**src/design/self_program_flash_map.svh**
```systemverilog
`ifndef SELF_PROGRAM_FLASH_MAP_SVH
`define SELF_PROGRAM_FLASH_MAP_SVH

`define CSR_OFFSET        12'h000
`define STATUS_OFFSET     12'h004
`define CSR_RESET         8'h00
`define CMD_CODE_FILL     5'h01
`define CMD_CODE_ERASE    5'h03
`define CMD_CODE_WRITE    5'h05
`define CMD_CODE_LOCK     5'h09
`define CMD_CODE_RWW      5'h11
`define BIT_IRQ_EN        7
`define BIT_RWW_BUSY      6
`define BIT_RWW_REENABLE  4
`define BIT_LOCK_SET      3
`define BIT_PAGE_WRITE    2
`define BIT_PAGE_ERASE    1
`define BIT_STORE_EN      0
`define BIT_REJECTED      8
`define STORE_WINDOW      3'h4
`define LOAD_WINDOW       2'h3
`define NO_READ_WHILE_WRITE_SECTION_FIRST_PAGE   7'h70
`define LOCK_BOOT_HI      5
`define LOCK_BOOT_LO      4
`define LOCK_APP_HI       3
`define LOCK_APP_LO       2
`define LOCK_MEM_HI       1
`define LOCK_MEM_LO       0

`endif

```
**src/design/self_program_flash_pkg.sv**
```systemverilog
package self_program_flash_pkg;

	typedef enum logic [2:0] {
		ST_IDLE  = 3'b001,
		ST_ARMED = 3'b010,
		ST_BUSY  = 3'b100
	} state_t;

	typedef enum logic [2:0] {
		CMD_NONE  = 3'h0,
		CMD_FILL  = 3'h1,
		CMD_ERASE = 3'h2,
		CMD_WRITE = 3'h3,
		CMD_LOCK  = 3'h4,
		CMD_RWW   = 3'h5
	} cmd_t;

endpackage : self_program_flash_pkg

```
**src/design/self_program_flash_control.sv**
```systemverilog
// Design decisions made here: the address map and the APB register port.
`timescale 1ns/1ns
`include "self_program_flash_map.svh"

module self_program_flash_control
(
	// Clock, reset and clock enable.
	input  wire logic        pclk,
	input  wire logic        presetn,
	input  wire logic        clk_en,
	// APB register port.
	input  wire logic        psel,
	input  wire logic        penable,
	input  wire logic        pwrite,
	input  wire logic [11:0] paddr,
	input  wire logic [31:0] pwdata,
	output logic      [31:0] prdata,
	output logic             pready,
	output logic             pslverr,
	// Processor core side.
	input  wire logic        store_program_instr,
	input  wire logic        load_program_instr,
	input  wire logic [15:0] address_pointer,
	input  wire logic [7:0]  data_low_register,
	input  wire logic [7:0]  data_high_register,
	input  wire logic        pc_in_boot,
	input  wire logic        irq_vectors_in_boot,
	input  wire logic        global_irq_enable,
	output logic             load_result_valid,
	output logic      [7:0]  load_result_data,
	output logic             cpu_halt,
	output logic             store_ready_irq,
	output logic             app_read_deny,
	output logic             boot_read_deny,
	output logic             app_irq_block,
	output logic             boot_irq_block,
	// Nonvolatile lock and fuse bytes.
	input  wire logic [7:0]  lock_bits,
	input  wire logic [7:0]  fuse_low_bits,
	input  wire logic [6:0]  boot_start_page,
	output logic             lock_prog_valid,
	output logic      [7:0]  lock_prog_data,
	output logic             ext_prog_block,
	output logic             ext_verify_block,
	output logic             fuse_locked,
	output logic             boot_lock_locked,
	// Flash array side.
	input  wire logic        flash_done,
	output logic             buf_wr_en,
	output logic      [5:0]  buf_wr_word,
	output logic      [15:0] buf_wr_data,
	output logic             buf_discard,
	output logic             page_erase_start,
	output logic             page_write_start,
	output logic      [6:0]  flash_page,
	output logic             rww_read_block
);

	// Decodes the low five control bits into a command.
	function automatic self_program_flash_pkg::cmd_t decode_cmd(input logic [4:0] bits);
		case (bits)
			`CMD_CODE_FILL:  decode_cmd = self_program_flash_pkg::CMD_FILL;
			`CMD_CODE_ERASE: decode_cmd = self_program_flash_pkg::CMD_ERASE;
			`CMD_CODE_WRITE: decode_cmd = self_program_flash_pkg::CMD_WRITE;
			`CMD_CODE_LOCK:  decode_cmd = self_program_flash_pkg::CMD_LOCK;
			`CMD_CODE_RWW:   decode_cmd = self_program_flash_pkg::CMD_RWW;
			default:         decode_cmd = self_program_flash_pkg::CMD_NONE;
		endcase
	endfunction : decode_cmd

	// Tells whether a page lies in the boot loader section.
	function automatic logic page_in_boot(input logic [6:0] page, input logic [6:0] start);
		page_in_boot = (page >= start);
	endfunction : page_in_boot

	self_program_flash_pkg::state_t state_r;
	self_program_flash_pkg::cmd_t   cmd_r;
	self_program_flash_pkg::cmd_t   cmd_w;
	logic [2:0] store_win_r;
	logic [1:0] load_win_r;
	logic       rww_busy_r;
	logic       buf_dirty_r;
	logic       irq_en_r;
	logic       rejected_r;
	logic       halt_r;
	logic       store_en;
	logic       wr_csr;
	logic       wr_status;
	logic       arm;
	logic       spm_take;
	logic       load_take;
	logic [6:0] z_page;
	logic       z_boot;
	logic       write_locked;
	logic [7:0] csr_view;
	logic       mapped;

	assign z_page   = address_pointer[13:7];
	assign z_boot   = page_in_boot(z_page, boot_start_page);
	assign store_en = (state_r != self_program_flash_pkg::ST_IDLE);
	assign mapped   = (paddr == `CSR_OFFSET) || (paddr == `STATUS_OFFSET);
	assign wr_csr   = clk_en && psel && penable && pwrite && (paddr == `CSR_OFFSET);
	assign wr_status = clk_en && psel && penable && pwrite && (paddr == `STATUS_OFFSET);
	assign cmd_w    = decode_cmd(pwdata[4:0]);
	// Commands are only taken while no earlier one is armed or running.
	assign arm      = wr_csr && (cmd_w != self_program_flash_pkg::CMD_NONE) && !store_en;
	assign spm_take = clk_en && store_program_instr
		&& (state_r == self_program_flash_pkg::ST_ARMED);
	assign load_take = clk_en && load_program_instr && (load_win_r != 2'h0);
	assign write_locked = z_boot ? !lock_bits[`LOCK_BOOT_LO]
		: !lock_bits[`LOCK_APP_LO];

	// Command state, store window and the armed command.
	always_ff @(posedge pclk or negedge presetn)
	begin
		if (!presetn)
		begin
			state_r     <= self_program_flash_pkg::ST_IDLE;
			cmd_r       <= self_program_flash_pkg::CMD_NONE;
			store_win_r <= 3'h0;
		end
		else if (clk_en)
		begin
			case (state_r)
				self_program_flash_pkg::ST_IDLE:
				begin
					if (arm)
					begin
						state_r     <= self_program_flash_pkg::ST_ARMED;
						cmd_r       <= cmd_w;
						store_win_r <= `STORE_WINDOW;
					end
				end
				self_program_flash_pkg::ST_ARMED:
				begin
					if (store_program_instr)
					begin
						if ((cmd_r == self_program_flash_pkg::CMD_ERASE
							|| cmd_r == self_program_flash_pkg::CMD_WRITE) && !write_locked)
						begin
							state_r <= self_program_flash_pkg::ST_BUSY;
						end
						else
						begin
							state_r <= self_program_flash_pkg::ST_IDLE;
							cmd_r   <= self_program_flash_pkg::CMD_NONE;
						end
					end
					else if (store_win_r == 3'h1)
					begin
						state_r <= self_program_flash_pkg::ST_IDLE;
						cmd_r   <= self_program_flash_pkg::CMD_NONE;
					end
					else
					begin
						store_win_r <= store_win_r - 3'h1;
					end
				end
				self_program_flash_pkg::ST_BUSY:
				begin
					if (flash_done)
					begin
						state_r <= self_program_flash_pkg::ST_IDLE;
						cmd_r   <= self_program_flash_pkg::CMD_NONE;
					end
				end
				default:
				begin
					state_r <= self_program_flash_pkg::ST_IDLE;
					cmd_r   <= self_program_flash_pkg::CMD_NONE;
				end
			endcase
		end
	end

	// Window in which a load reads the lock or fuse byte.
	always_ff @(posedge pclk or negedge presetn)
	begin
		if (!presetn)
			load_win_r <= 2'h0;
		else if (clk_en)
		begin
			if (arm && cmd_w == self_program_flash_pkg::CMD_LOCK)
				load_win_r <= `LOAD_WINDOW;
			else if (load_win_r != 2'h0)
				load_win_r <= load_win_r - 2'h1;
		end
	end

	// Load result for lock or fuse byte reads.
	always_ff @(posedge pclk or negedge presetn)
	begin
		if (!presetn)
		begin
			load_result_valid <= 1'b0;
			load_result_data  <= 8'h00;
		end
		else if (clk_en)
		begin
			load_result_valid <= load_take;
			if (load_take)
				load_result_data <= address_pointer[0] ? fuse_low_bits : lock_bits;
		end
	end

	// Busy flag of the read-while-write section.
	always_ff @(posedge pclk or negedge presetn)
	begin
		if (!presetn)
			rww_busy_r <= 1'b0;
		else if (spm_take)
		begin
			if ((cmd_r == self_program_flash_pkg::CMD_ERASE
				|| cmd_r == self_program_flash_pkg::CMD_WRITE)
				&& !write_locked && z_page < `NO_READ_WHILE_WRITE_SECTION_FIRST_PAGE)
				rww_busy_r <= 1'b1;
			else if (cmd_r == self_program_flash_pkg::CMD_FILL)
				rww_busy_r <= 1'b0;
			else if (cmd_r == self_program_flash_pkg::CMD_RWW)
				rww_busy_r <= 1'b0;
		end
	end

	// Core halt while the upper section is erased or written.
	always_ff @(posedge pclk or negedge presetn)
	begin
		if (!presetn)
			halt_r <= 1'b0;
		else if (clk_en)
		begin
			if (spm_take && (cmd_r == self_program_flash_pkg::CMD_ERASE
				|| cmd_r == self_program_flash_pkg::CMD_WRITE)
				&& !write_locked && z_page >= `NO_READ_WHILE_WRITE_SECTION_FIRST_PAGE)
				halt_r <= 1'b1;
			else if (state_r == self_program_flash_pkg::ST_BUSY && flash_done)
				halt_r <= 1'b0;
		end
	end

	// Buffer load tracking and discard on a re-enable write.
	always_ff @(posedge pclk or negedge presetn)
	begin
		if (!presetn)
		begin
			buf_dirty_r <= 1'b0;
			buf_discard <= 1'b0;
		end
		else if (clk_en)
		begin
			buf_discard <= wr_csr && pwdata[`BIT_RWW_REENABLE] && buf_dirty_r;
			if (spm_take && cmd_r == self_program_flash_pkg::CMD_FILL)
				buf_dirty_r <= 1'b1;
			else if (wr_csr && pwdata[`BIT_RWW_REENABLE])
				buf_dirty_r <= 1'b0;
			else if (state_r == self_program_flash_pkg::ST_BUSY && flash_done
				&& cmd_r == self_program_flash_pkg::CMD_WRITE)
				buf_dirty_r <= 1'b0;
		end
	end

	// Strobes to the flash array and the buffer.
	always_ff @(posedge pclk or negedge presetn)
	begin
		if (!presetn)
		begin
			buf_wr_en        <= 1'b0;
			buf_wr_word      <= 6'h00;
			buf_wr_data      <= 16'h0000;
			page_erase_start <= 1'b0;
			page_write_start <= 1'b0;
			flash_page       <= 7'h00;
		end
		else if (clk_en)
		begin
			buf_wr_en        <= spm_take && cmd_r == self_program_flash_pkg::CMD_FILL;
			page_erase_start <= spm_take && cmd_r == self_program_flash_pkg::CMD_ERASE
				&& !write_locked;
			page_write_start <= spm_take && cmd_r == self_program_flash_pkg::CMD_WRITE
				&& !write_locked;
			if (spm_take && cmd_r == self_program_flash_pkg::CMD_FILL)
			begin
				buf_wr_word <= address_pointer[6:1];
				buf_wr_data <= {data_high_register, data_low_register};
			end
			if (spm_take)
				flash_page <= z_page;
		end
	end

	// Lock byte programming; a bit can only go from one to zero.
	always_ff @(posedge pclk or negedge presetn)
	begin
		if (!presetn)
		begin
			lock_prog_valid <= 1'b0;
			lock_prog_data  <= 8'hFF;
		end
		else if (clk_en)
		begin
			lock_prog_valid <= spm_take && cmd_r == self_program_flash_pkg::CMD_LOCK;
			if (spm_take && cmd_r == self_program_flash_pkg::CMD_LOCK)
				lock_prog_data <= lock_bits & data_low_register;
		end
	end

	// Store-ready interrupt enable.
	always_ff @(posedge pclk or negedge presetn)
	begin
		if (!presetn)
			irq_en_r <= 1'b0;
		else if (wr_csr)
			irq_en_r <= pwdata[`BIT_IRQ_EN];
	end

	// Sticky flag for a store refused by the section locks.
	always_ff @(posedge pclk or negedge presetn)
	begin
		if (!presetn)
			rejected_r <= 1'b0;
		else if (spm_take && write_locked && (cmd_r == self_program_flash_pkg::CMD_ERASE
			|| cmd_r == self_program_flash_pkg::CMD_WRITE))
			rejected_r <= 1'b1;
		else if (wr_status && pwdata[`BIT_REJECTED])
			rejected_r <= 1'b0;
	end

	// Live view of the control and status bits.
	always_comb
	begin
		csr_view = `CSR_RESET;
		csr_view[`BIT_IRQ_EN]       = irq_en_r;
		csr_view[`BIT_RWW_BUSY]     = rww_busy_r;
		csr_view[`BIT_RWW_REENABLE] = (cmd_r == self_program_flash_pkg::CMD_RWW);
		csr_view[`BIT_LOCK_SET]     = (cmd_r == self_program_flash_pkg::CMD_LOCK);
		csr_view[`BIT_PAGE_WRITE]   = (cmd_r == self_program_flash_pkg::CMD_WRITE);
		csr_view[`BIT_PAGE_ERASE]   = (cmd_r == self_program_flash_pkg::CMD_ERASE);
		csr_view[`BIT_STORE_EN]     = store_en;
	end

	// Read data is loaded in the setup phase and holds through the access phase.
	// Loading it one cycle early lets pready stay high with no wait state.
	always_ff @(posedge pclk or negedge presetn)
	begin
		if (!presetn)
			prdata <= 32'h00000000;
		else if (clk_en && psel && !penable)
		begin
			if (paddr == `CSR_OFFSET)
				prdata <= {24'h000000, csr_view};
			else if (paddr == `STATUS_OFFSET)
				prdata <= {23'h000000, rejected_r, lock_bits};
			else
				prdata <= 32'h00000000;
		end
	end

	// Every access completes in its first access cycle.
	assign pready  = 1'b1;
	assign pslverr = psel && penable && !mapped;

	// Busy, halt and interrupt outputs, and protection outputs decoded from the lock byte.
	assign rww_read_block   = rww_busy_r;
	assign cpu_halt         = halt_r;
	assign store_ready_irq  = irq_en_r && global_irq_enable && !store_en;
	assign ext_prog_block   = !lock_bits[`LOCK_MEM_LO];
	assign fuse_locked      = !lock_bits[`LOCK_MEM_LO];
	assign ext_verify_block = !lock_bits[`LOCK_MEM_LO] && !lock_bits[`LOCK_MEM_HI];
	assign boot_lock_locked = !lock_bits[`LOCK_MEM_LO] && !lock_bits[`LOCK_MEM_HI];
	assign app_read_deny    = !lock_bits[`LOCK_APP_HI] && pc_in_boot && !z_boot;
	assign app_irq_block    = !lock_bits[`LOCK_APP_HI] && irq_vectors_in_boot
		&& !pc_in_boot;
	assign boot_read_deny   = !lock_bits[`LOCK_BOOT_HI] && !pc_in_boot && z_boot;
	assign boot_irq_block   = !lock_bits[`LOCK_BOOT_HI] && !irq_vectors_in_boot && pc_in_boot;

endmodule : self_program_flash_control

```
**config.mk**
```make
export PLATFORM = sky130hd
export DESIGN_NAME = self_program_flash_control
export DESIGN_NICKNAME = d
export VERILOG_FILES = /design/src/design/self_program_flash_pkg.sv /design/src/design/self_program_flash_control.sv
export VERILOG_INCLUDE_DIRS = /design/src /design/src/design
export SDC_FILE = /design/constraint.sdc
export NUM_CORES = 1
export LEC_CHECK = 0
export ABC_AREA = 1
export BUFFER_PORTS_ARGS = -buffer_cell sky130_fd_sc_hd__buf_2
export CAP_MARGIN = 20
export CORE_MARGIN = 2
export CORE_UTILIZATION = 35
export DETAILED_ROUTE_END_ITERATION = 12
export PLACE_DENSITY = 0.72
export SLEW_MARGIN = 20
export SYNTH_ARGS = -nofsm -noshare
export SYNTH_HDL_FRONTEND = slang
export SYNTH_SLANG_ARGS = --single-unit
```
**constraint.sdc**
```tcl
create_clock -name pclk -period 3 [get_ports pclk]
set_clock_uncertainty 0.1 [all_clocks]
set_input_delay 0.6 -clock pclk [delete_from_list [all_inputs] [get_ports pclk]]
set_output_delay 0.6 -clock pclk [all_outputs]
set_load 0.05 [all_outputs]
```
* Word-level counts from Yosys, hierarchy flattened *
Cells that the tools add are included.

word-level totals
  input bits = 111
  register bits after elaboration = 99
  logic and storage cells = 162
  output and inout port bits = 96

cells by class
  muxes and demuxes = 33
  magnitude comparators = 3
  reductions and logical operators = 79
  equal/unequal tests = 23
  bitwise gates (word level) = 1
  $add $sub $neg = 2

operators by type and width
  cell                                                               count
  1-bit logical AND                                                  44
  3-bit two-way mux                                                  13
  32-bit two-way mux                                                 1
  3-bit case mux with 3 select lines                                 2
  2-bit AND reduction                                                8
  3-bit case mux with 5 select lines                                 1
  1-bit zero test                                                    13
  12-bit by 3-bit == test with 1-bit output (second input constant)  1
  3-bit == test (second input constant)                              4
  12-bit zero test                                                   1
  1-bit two-way mux                                                  11
  5-bit AND reduction                                                2
  2-bit nonzero test                                                 5
  3-bit by 1-bit == test with 1-bit output (second input constant)   3
  3-bit by 2-bit == test with 1-bit output (second input constant)   3
  9-bit two-way mux                                                  1
  3-bit nonzero test                                                 3
  8-bit bitwise AND                                                  1
  8-bit two-way mux                                                  1
  2-bit inequality test (second input constant)                      4
  7-bit greater-or-equal comparator                                  1
  7-bit greater-or-equal comparator (second input constant)          1
  7-bit < comparator (second input constant)                         1
  3-bit case mux with 2 select lines                                 1
  13 further kinds                                                   15

* Logic depth before layout (Yosys ltp) *
Gate-level depths: netlist of the first run.

  depth after elaboration = 9
  depth in mapped cells = 11
  gate-level depth less buffers = 11

* Worst setup path before layout of the first run *
No wires, ideal clock.

  kind = input to output
  start point = in boot_start_page[6]
  end point = out app_read_deny
  required time = 2.300 ns
  path slack = -0.075 ns
  data arrival time = 2.375 ns
  stages on the path = 6
  path buffers = 0
  cell sequence = inv_1 -> ha_1 -> a21o_1 -> nor2_1 -> nand3_1 -> nor3_1

on the way
  longest elaborated chain between the ends = 3

ends and longest elaborated chain
  element                            line                               text
  start: declaration                 self_program_flash_control.sv:40   input wire logic [6:0] boot_start_page,
  7-bit greater-or-equal comparator  self_program_flash_control.sv:73   page_in_boot = (page >= start);
  1-bit zero test                    self_program_flash_control.sv:369  assign app_read_deny = !lock_bits[`LOCK_APP_HI] && pc_in_boot && !z_boot;
  1-bit logical AND                  self_program_flash_control.sv:369
  end: declaration                   self_program_flash_control.sv:33   output logic app_read_deny,

Every way passes these cells.

* Final worst setup path of the first run *
  start point = in address_pointer[9]
  end point = out app_read_deny

on the way
  longest elaborated chain between the ends = 3

ends and longest elaborated chain
  element                            line                               text
  start: declaration                 self_program_flash_control.sv:23   input wire logic [15:0] address_pointer,
  7-bit greater-or-equal comparator  self_program_flash_control.sv:73
  1-bit zero test                    self_program_flash_control.sv:369
  1-bit logical AND                  self_program_flash_control.sv:369

Every way passes these cells.

==> results of run 1 <==
==> worst paths after layout <==
check	start	endpoint	slack (ps)	cells past startpoint
max in group asynchronous	presetn	state_r[0]	2040	2
setup reg to reg	state_r[2]	buf_wr_data[5]	510	8
hold / removal	presetn	load_result_data[0]	120	1
hold reg to reg	flash_page[4]	flash_page[4]	370	2
min in group pclk	flash_page[4]	flash_page[4]	370	2
setup / recovery	address_pointer[9]	app_read_deny	260	8
==> cell usage after synthesis (all sizes together) <==
| library cell | number |
|---|---|
| clkinv | 1 |
| a21oi | 7 |
| dfrtp | 67 |
| nand4 | 5 |
| or2 | 1 |
| ha | 10 |
| o21ai | 49 |
| and2 | 1 |
| and3 | 1 |
| inv | 71 |
| nand2 | 157 |
| nand3 | 15 |
| conb | 2 |
| dfstp | 9 |
| nand3b | 3 |
| buf | 31 |
| nor3 | 8 |
| a31oi | 4 |
| o22a | 1 |
| nor2 | 40 |
| a21o | 1 |
| xor2 | 1 |
| o31ai | 9 |
| a22o | 1 |
| clkbuf | 3 |
| o21a | 1 |
==> sequential cells by signal, indices dropped and copies added, names as in the netlist, 2 cells and up <==
name / flops
buf_wr_word: 6
lock_prog_data: 8
store_win_r: 3
flash_page: 7
state_r: 3
load_win_r: 2
buf_wr_data: 16
load_result_data: 8
prdata: 9
cmd_r: 3
==> final cells by class <==
cell class | count | area (sq um)
timing repair buffer | 158 | 813
clock inverter | 6 | 72.6
tap | 143 | 179
fill | 1161 | 6190
clock buffer | 10 | 239
multi-input combinational | 339 | 1740
sequential | 76 | 1910
inverter | 72 | 275
==> metal layers <==
layer  track usage, %  vias to the layer above
li1                 -                     1839
met1             23.2                     1636
met2             27.8                      125
met3             3.94                       13
met4             6.42                        0
met5                0                        -
==> power by group through the flow <==
| stage | combinational [mW] | clock [mW] | sequential (mW) |
|---|---|---|---|
| detailed placement | 1.67 | 0 | 1.44 |
| global route | 1.80 | 1.21 | 1.46 |
| finish | 1.65 | 1.13 | 1.43 |
| CTS | 1.67 | 1.16 | 1.43 |
| floorplan | 0.636 | 0 | 2.08 |
| global placement | 1.65 | 0 | 1.43 |
==> worst register-to-register path, stage by stage, from the launching register on <==
cell	delay, ps
dfrtp_1	440
nor3_4	270
inv_2	90
nor2_4	130
nand2_4	120
clkinv_4	130
nand4_4	690
nand2_1	320
o21ai_2	70
==> kinds of logic after synthesis <==
kind of cell / after synthesis / share of synthesized area, %
simple gates: 231 / 24.8
buf+inv: 106 / 13.0
flops: 76 / 46.7
compound gates: 73 / 12.0
fa+ha+maj: 10 / 3.06
other cells: 2 / 0.183
xor+xnor: 1 / 0.214
==> per-stage QoR <==
| stage | area, sq um | setup slack [ps] |
|---|---|---|
| 2_1_floorplan | 4180 | 274 |
| 3_3_place_gp | 4920 | 277 |
| 3_5_place_dp | 4920 | 250 |
| 4_1_cts | 5230 | 248 |
| 5_1_grt | 5230 | 146 |
| 6_report | 5230 | 257 |
==> results.sh, run 1 <==
export IMPL_outcome="completed"
export IMPL_criticalPathCategory="in -> out"
export IMPL_switching_share_pct=43.9
export IMPL_core_sq_mm=0.0114
export IMPL_clockBufferDepth=2
export IMPL_dieWidth_um=112
export IMPL_grt_first_pass_wirelength_um=17400
export IMPL_critical_path_arrival_ps=2040
export IMPL_pwr_share_clk_pct=26.8
export IMPL_p_int_mw=2.36
export IMPL_finalSetupViolCount=0
export IMPL_path_clk_slew_ps=60
export IMPL_vdd_ir_drop_max_uv=659
export IMPL_synth_top_area_cell="dfrtp_1"
export IMPL_top_layer="met4"
export IMPL_p_total_mw=4.21
export IMPL_syn_cell_area_sq_mm=0.00410
export IMPL_vias_per_cell=4.49
export IMPL_dieArea_sq_mm=0.0126
export IMPL_cts_hold_buf=0
export IMPL_antenna_cells=0
export IMPL_final_cells=804
export IMPL_cp_max_fo=5
export IMPL_wire_per_inst_um=13.1
export IMPL_cts_resized=0
export IMPL_post_cts_buffers=0
export IMPL_grt_max_degree=47
export IMPL_met1_length_um=4650
export IMPL_worstSetupEndpointType="output port"
export IMPL_crit_path_start_kind="input port"
export IMPL_gp_congestion=0.818
export IMPL_drt_iter0_markers=275
export IMPL_crit_path_max_incr_delay_ps=320
export IMPL_io_buffer_count=155
export IMPL_relSlewSlack_pct=38.6
export IMPL_netSwitchingPower_mw=1.84
export IMPL_tns_ps=0
export IMPL_route_detailed_drc=0
export IMPL_period_needed_ps=2740
export IMPL_cts_buffers=9
export IMPL_vias=3613
export IMPL_area_delta_synth_final_pct=27.7
export IMPL_tightest_slew_ps=920
export IMPL_layout_commonest_cell="buf_2"
export IMPL_ant_nets=0
export IMPL_cap_violations=0
export IMPL_grt_pass1_vias=3479
export IMPL_synth_distinct_cells=37
export IMPL_utilization_pct=45.8
export IMPL_grt_antenna_before_repair=0
export IMPL_ctsHtreeMaxLevel=3
export IMPL_overflow=0
export IMPL_maxSlewViolCount=0
export IMPL_grt_usage_pct=17.4
export IMPL_post_dp_hpwl_um=8150
export IMPL_critPathBufInv=2
export IMPL_root_buffer="clkbuf_16"
export IMPL_seqPwrFrac_pct=33.9
export IMPL_path_cells="buf_2 > ha_1 > a21oi_1 > nand2_1 > nand2_1 > nand3_1 > nor3_2 > buf_2"
export IMPL_rows=39
export IMPL_final_cell_mix="buf_2 (154), nand2_1 (139), inv_1 (70)"
export IMPL_ys_seq_area_share_pct=46.7
export IMPL_cp_slowest_cell="ha_1"
export IMPL_syn_instance_count=499
export IMPL_hold_viol_final=0
export IMPL_clk_latency_ps=330
export IMPL_wl_um=10500
export IMPL_cp_required_ps=2300
export IMPL_start_util_pct=35.9
export IMPL_fmax_mhz=365
export IMPL_combPwrFrac_pct=39.3
export IMPL_tritoncts="done"
export IMPL_ys_top_cells_by_area="dfrtp_1 (41%), nand2_1 (13%), inv_1 (6.4%), dfstp_2 (5.8%), buf_4 (4.8%)"
export IMPL_die_h_um=112
export IMPL_final_nets=777
export IMPL_ys_ff_latch=76
export IMPL_powerDensity_mw_per_mm2=804
export IMPL_p_leak_nw=3.01
export IMPL_cp_top_family="simple AND/OR/NAND/NOR gates"
export IMPL_met3WireLength_um=801
export IMPL_dr_pass1_iters=4
export IMPL_placedCellCount=788
export IMPL_io_pin_count=207
export IMPL_clkSinkCount=76
export IMPL_timing_hold_ws_ps=123
export IMPL_met2_length_um=4890
export IMPL_drive_above_1_share_pct=34.9
export IMPL_finalCritPeriodShare_pct=91.4
export IMPL_hp_class="in -> async"
export IMPL_yosysTopAreaCellShare_pct=40.9
export IMPL_avgSynthCellArea_sq_um=8.21
export IMPL_yosysWarnings=0
export IMPL_rsz0062_at_grt="no"
Power figures use the tool's default switching activity.
==> run 2, diff against run 1 <==
Settings changed: BUFFER_PORTS_ARGS -buffer_cell sky130_fd_sc_hd__buf_2 to -buffer_cell sky130_fd_sc_hd__buf_4, CTS_CLUSTER_SIZE set to 25.
==> results.sh, run 2 (synthesized netlist as in run 1, its figures left out) <==
export IMPL_start_util_pct=35.9
export IMPL_cp_slowest_cell="ha_1"
export IMPL_grt_usage_pct=18.0
export IMPL_dr_pass1_iters=5
export IMPL_clkSinkCount=76
export IMPL_io_buffer_count=155
export IMPL_vias=3701
export IMPL_post_cts_buffers=0
export IMPL_largest_register_ffs=16
export IMPL_dieWidth_um=112
export IMPL_cp_top_family="simple AND/OR/NAND/NOR gates"
export IMPL_layout_commonest_cell="buf_4"
export IMPL_fmax_mhz=369
export IMPL_criticalPathCategory="in -> out"
export IMPL_tightest_slew_ps=916
export IMPL_reg_top3="buf_wr_data: 16 flops, prdata: 9 flops"
export IMPL_finalCritPeriodShare_pct=90.4
export IMPL_period_needed_ps=2710
export IMPL_tritoncts="done"
export IMPL_grt_antenna_before_repair=0
export IMPL_route_detailed_drc=0
export IMPL_fillCellCount=1105
export IMPL_relSlewSlack_pct=38.8
export IMPL_finalSetupViolCount=0
export IMPL_ctsHtreeMaxLevel=3
export IMPL_worstSetupEndpointType="output port"
export IMPL_path_clk_slew_ps=60
export IMPL_cp_required_ps=2300
export IMPL_critical_path_arrival_ps=2010
export IMPL_reg2reg_setup_slack_ps=490
export IMPL_gp_congestion=0.876
export IMPL_tns_ps=0
export IMPL_regMostFlops="buf_wr_data"
export IMPL_cts_hold_buf=0
export IMPL_overflow=0
export IMPL_area_delta_synth_final_pct=36.3
export IMPL_post_dp_hpwl_um=8540
export IMPL_root_buffer="clkbuf_16"
export IMPL_hold_viol_final=0
export IMPL_crit_path_max_incr_delay_ps=320
export IMPL_dp_slack_ps=305
export IMPL_cap_violations=0
export IMPL_ff2ff_path_depth=8
export IMPL_ant_nets=0
export IMPL_powerDensity_mw_per_mm2=776
export IMPL_wl_um=11100
export IMPL_vias_per_cell=4.61
export IMPL_multi_input_comb_area_sq_mm=0.00174
export IMPL_cts_buffers=9
export IMPL_cp_max_fo=5
export IMPL_critPathBufInv=2
export IMPL_regArea_sq_mm=0.00191
export IMPL_drt_iter0_markers=234
export IMPL_io_pin_count=207
export IMPL_grt_pass1_vias=3682
export IMPL_setup_ws_ps=289
export IMPL_vdd_ir_drop_max_uv=689
export IMPL_maxSlewViolCount=0
export IMPL_hp_class="in -> async"
export IMPL_wire_per_inst_um=13.8
export IMPL_final_cell_mix="buf_4 (156), nand2_1 (139), inv_1 (70)"
export IMPL_clk_latency_ps=340
export IMPL_rows=39
export IMPL_p_leak_nw=3.07
export IMPL_outcome="completed"
export IMPL_clockBufferDepth=2
export IMPL_dieArea_sq_mm=0.0126
export IMPL_grt_max_degree=77
export IMPL_crit_path_start_kind="input port"
export IMPL_cts_resized=0
export IMPL_antenna_cells=0
export IMPL_final_nets=776
export IMPL_rr_endpoint="buf_wr_data[5]"
export IMPL_path_cells="buf_4 > ha_1 > a21oi_1 > nand2_1 > nand2_1 > nand3_1 > nor3_2 > buf_4"
export IMPL_die_h_um=112
export IMPL_drive_above_1_share_pct=34.7
export IMPL_core_sq_mm=0.0114
export IMPL_rsz0062_at_grt="no"
export IMPL_r2r_start="state_r[2]"
export IMPL_grt_first_pass_wirelength_um=17900
run 2: power by group:
part	internal [mW]	leakage, nW	switching [mW]
clock network	0.643	0.131	0.438
registers	1.28	0.975	0.158
logic	0.551	1.96	1.26
total	2.47	3.07	1.86
run 2: area by class of cell:
class                      count  area share [%]
sequential                    76            34.3
multi-input combinational    339            31.1
timing repair buffer         157            21.2
inverter                      72            4.93
clock buffer                  10            4.10
tap                          143            3.21
clock inverter                 6            1.17
run 2: stage by stage:
step / hold WS [ps] / cells / total power, mW / area (sq um) / util, %
final: 193 / 803 / 4.33 / 5580 / 48.9
after global routing: 251 / 803 / 4.58 / 5580 / 48.9
after CTS: 370 / 803 / 4.38 / 5580 / 48.8
after detailed placement: 368 / 787 / 3.28 / 5280 / 46.3
after global placement: 364 / 787 / 3.22 / 5280 / 46.3
after floorplan: 204 / 521 / 2.71 / 4180 / -
run 2: worst max path at each step:
stage                                  start             to  slack (ps)  cells past startpoint
final                     address_pointer[9]  app_read_deny         290                      8
after global routing      address_pointer[9]  app_read_deny         170                      8
after CTS                 address_pointer[9]  app_read_deny         300                      8
after detailed placement  address_pointer[9]  app_read_deny         300                      8
after global placement    address_pointer[9]  app_read_deny         320                      8
after floorplan                    paddr[11]        pslverr         270                      6
run 2: metal layers:
metal / routed length (um) / global-route usage, % / part of all wire [%] / vias to the layer above
li1: - / - / - / 1833
met5: 0 / 0 / 0 / -
met3: 843 / 4.54 / 7.6 / 16
met1: 4760 / 22.8 / 43 / 1710
met2: 5250 / 29.5 / 47 / 142
met4: 239 / 7.24 / 2.2 / 0
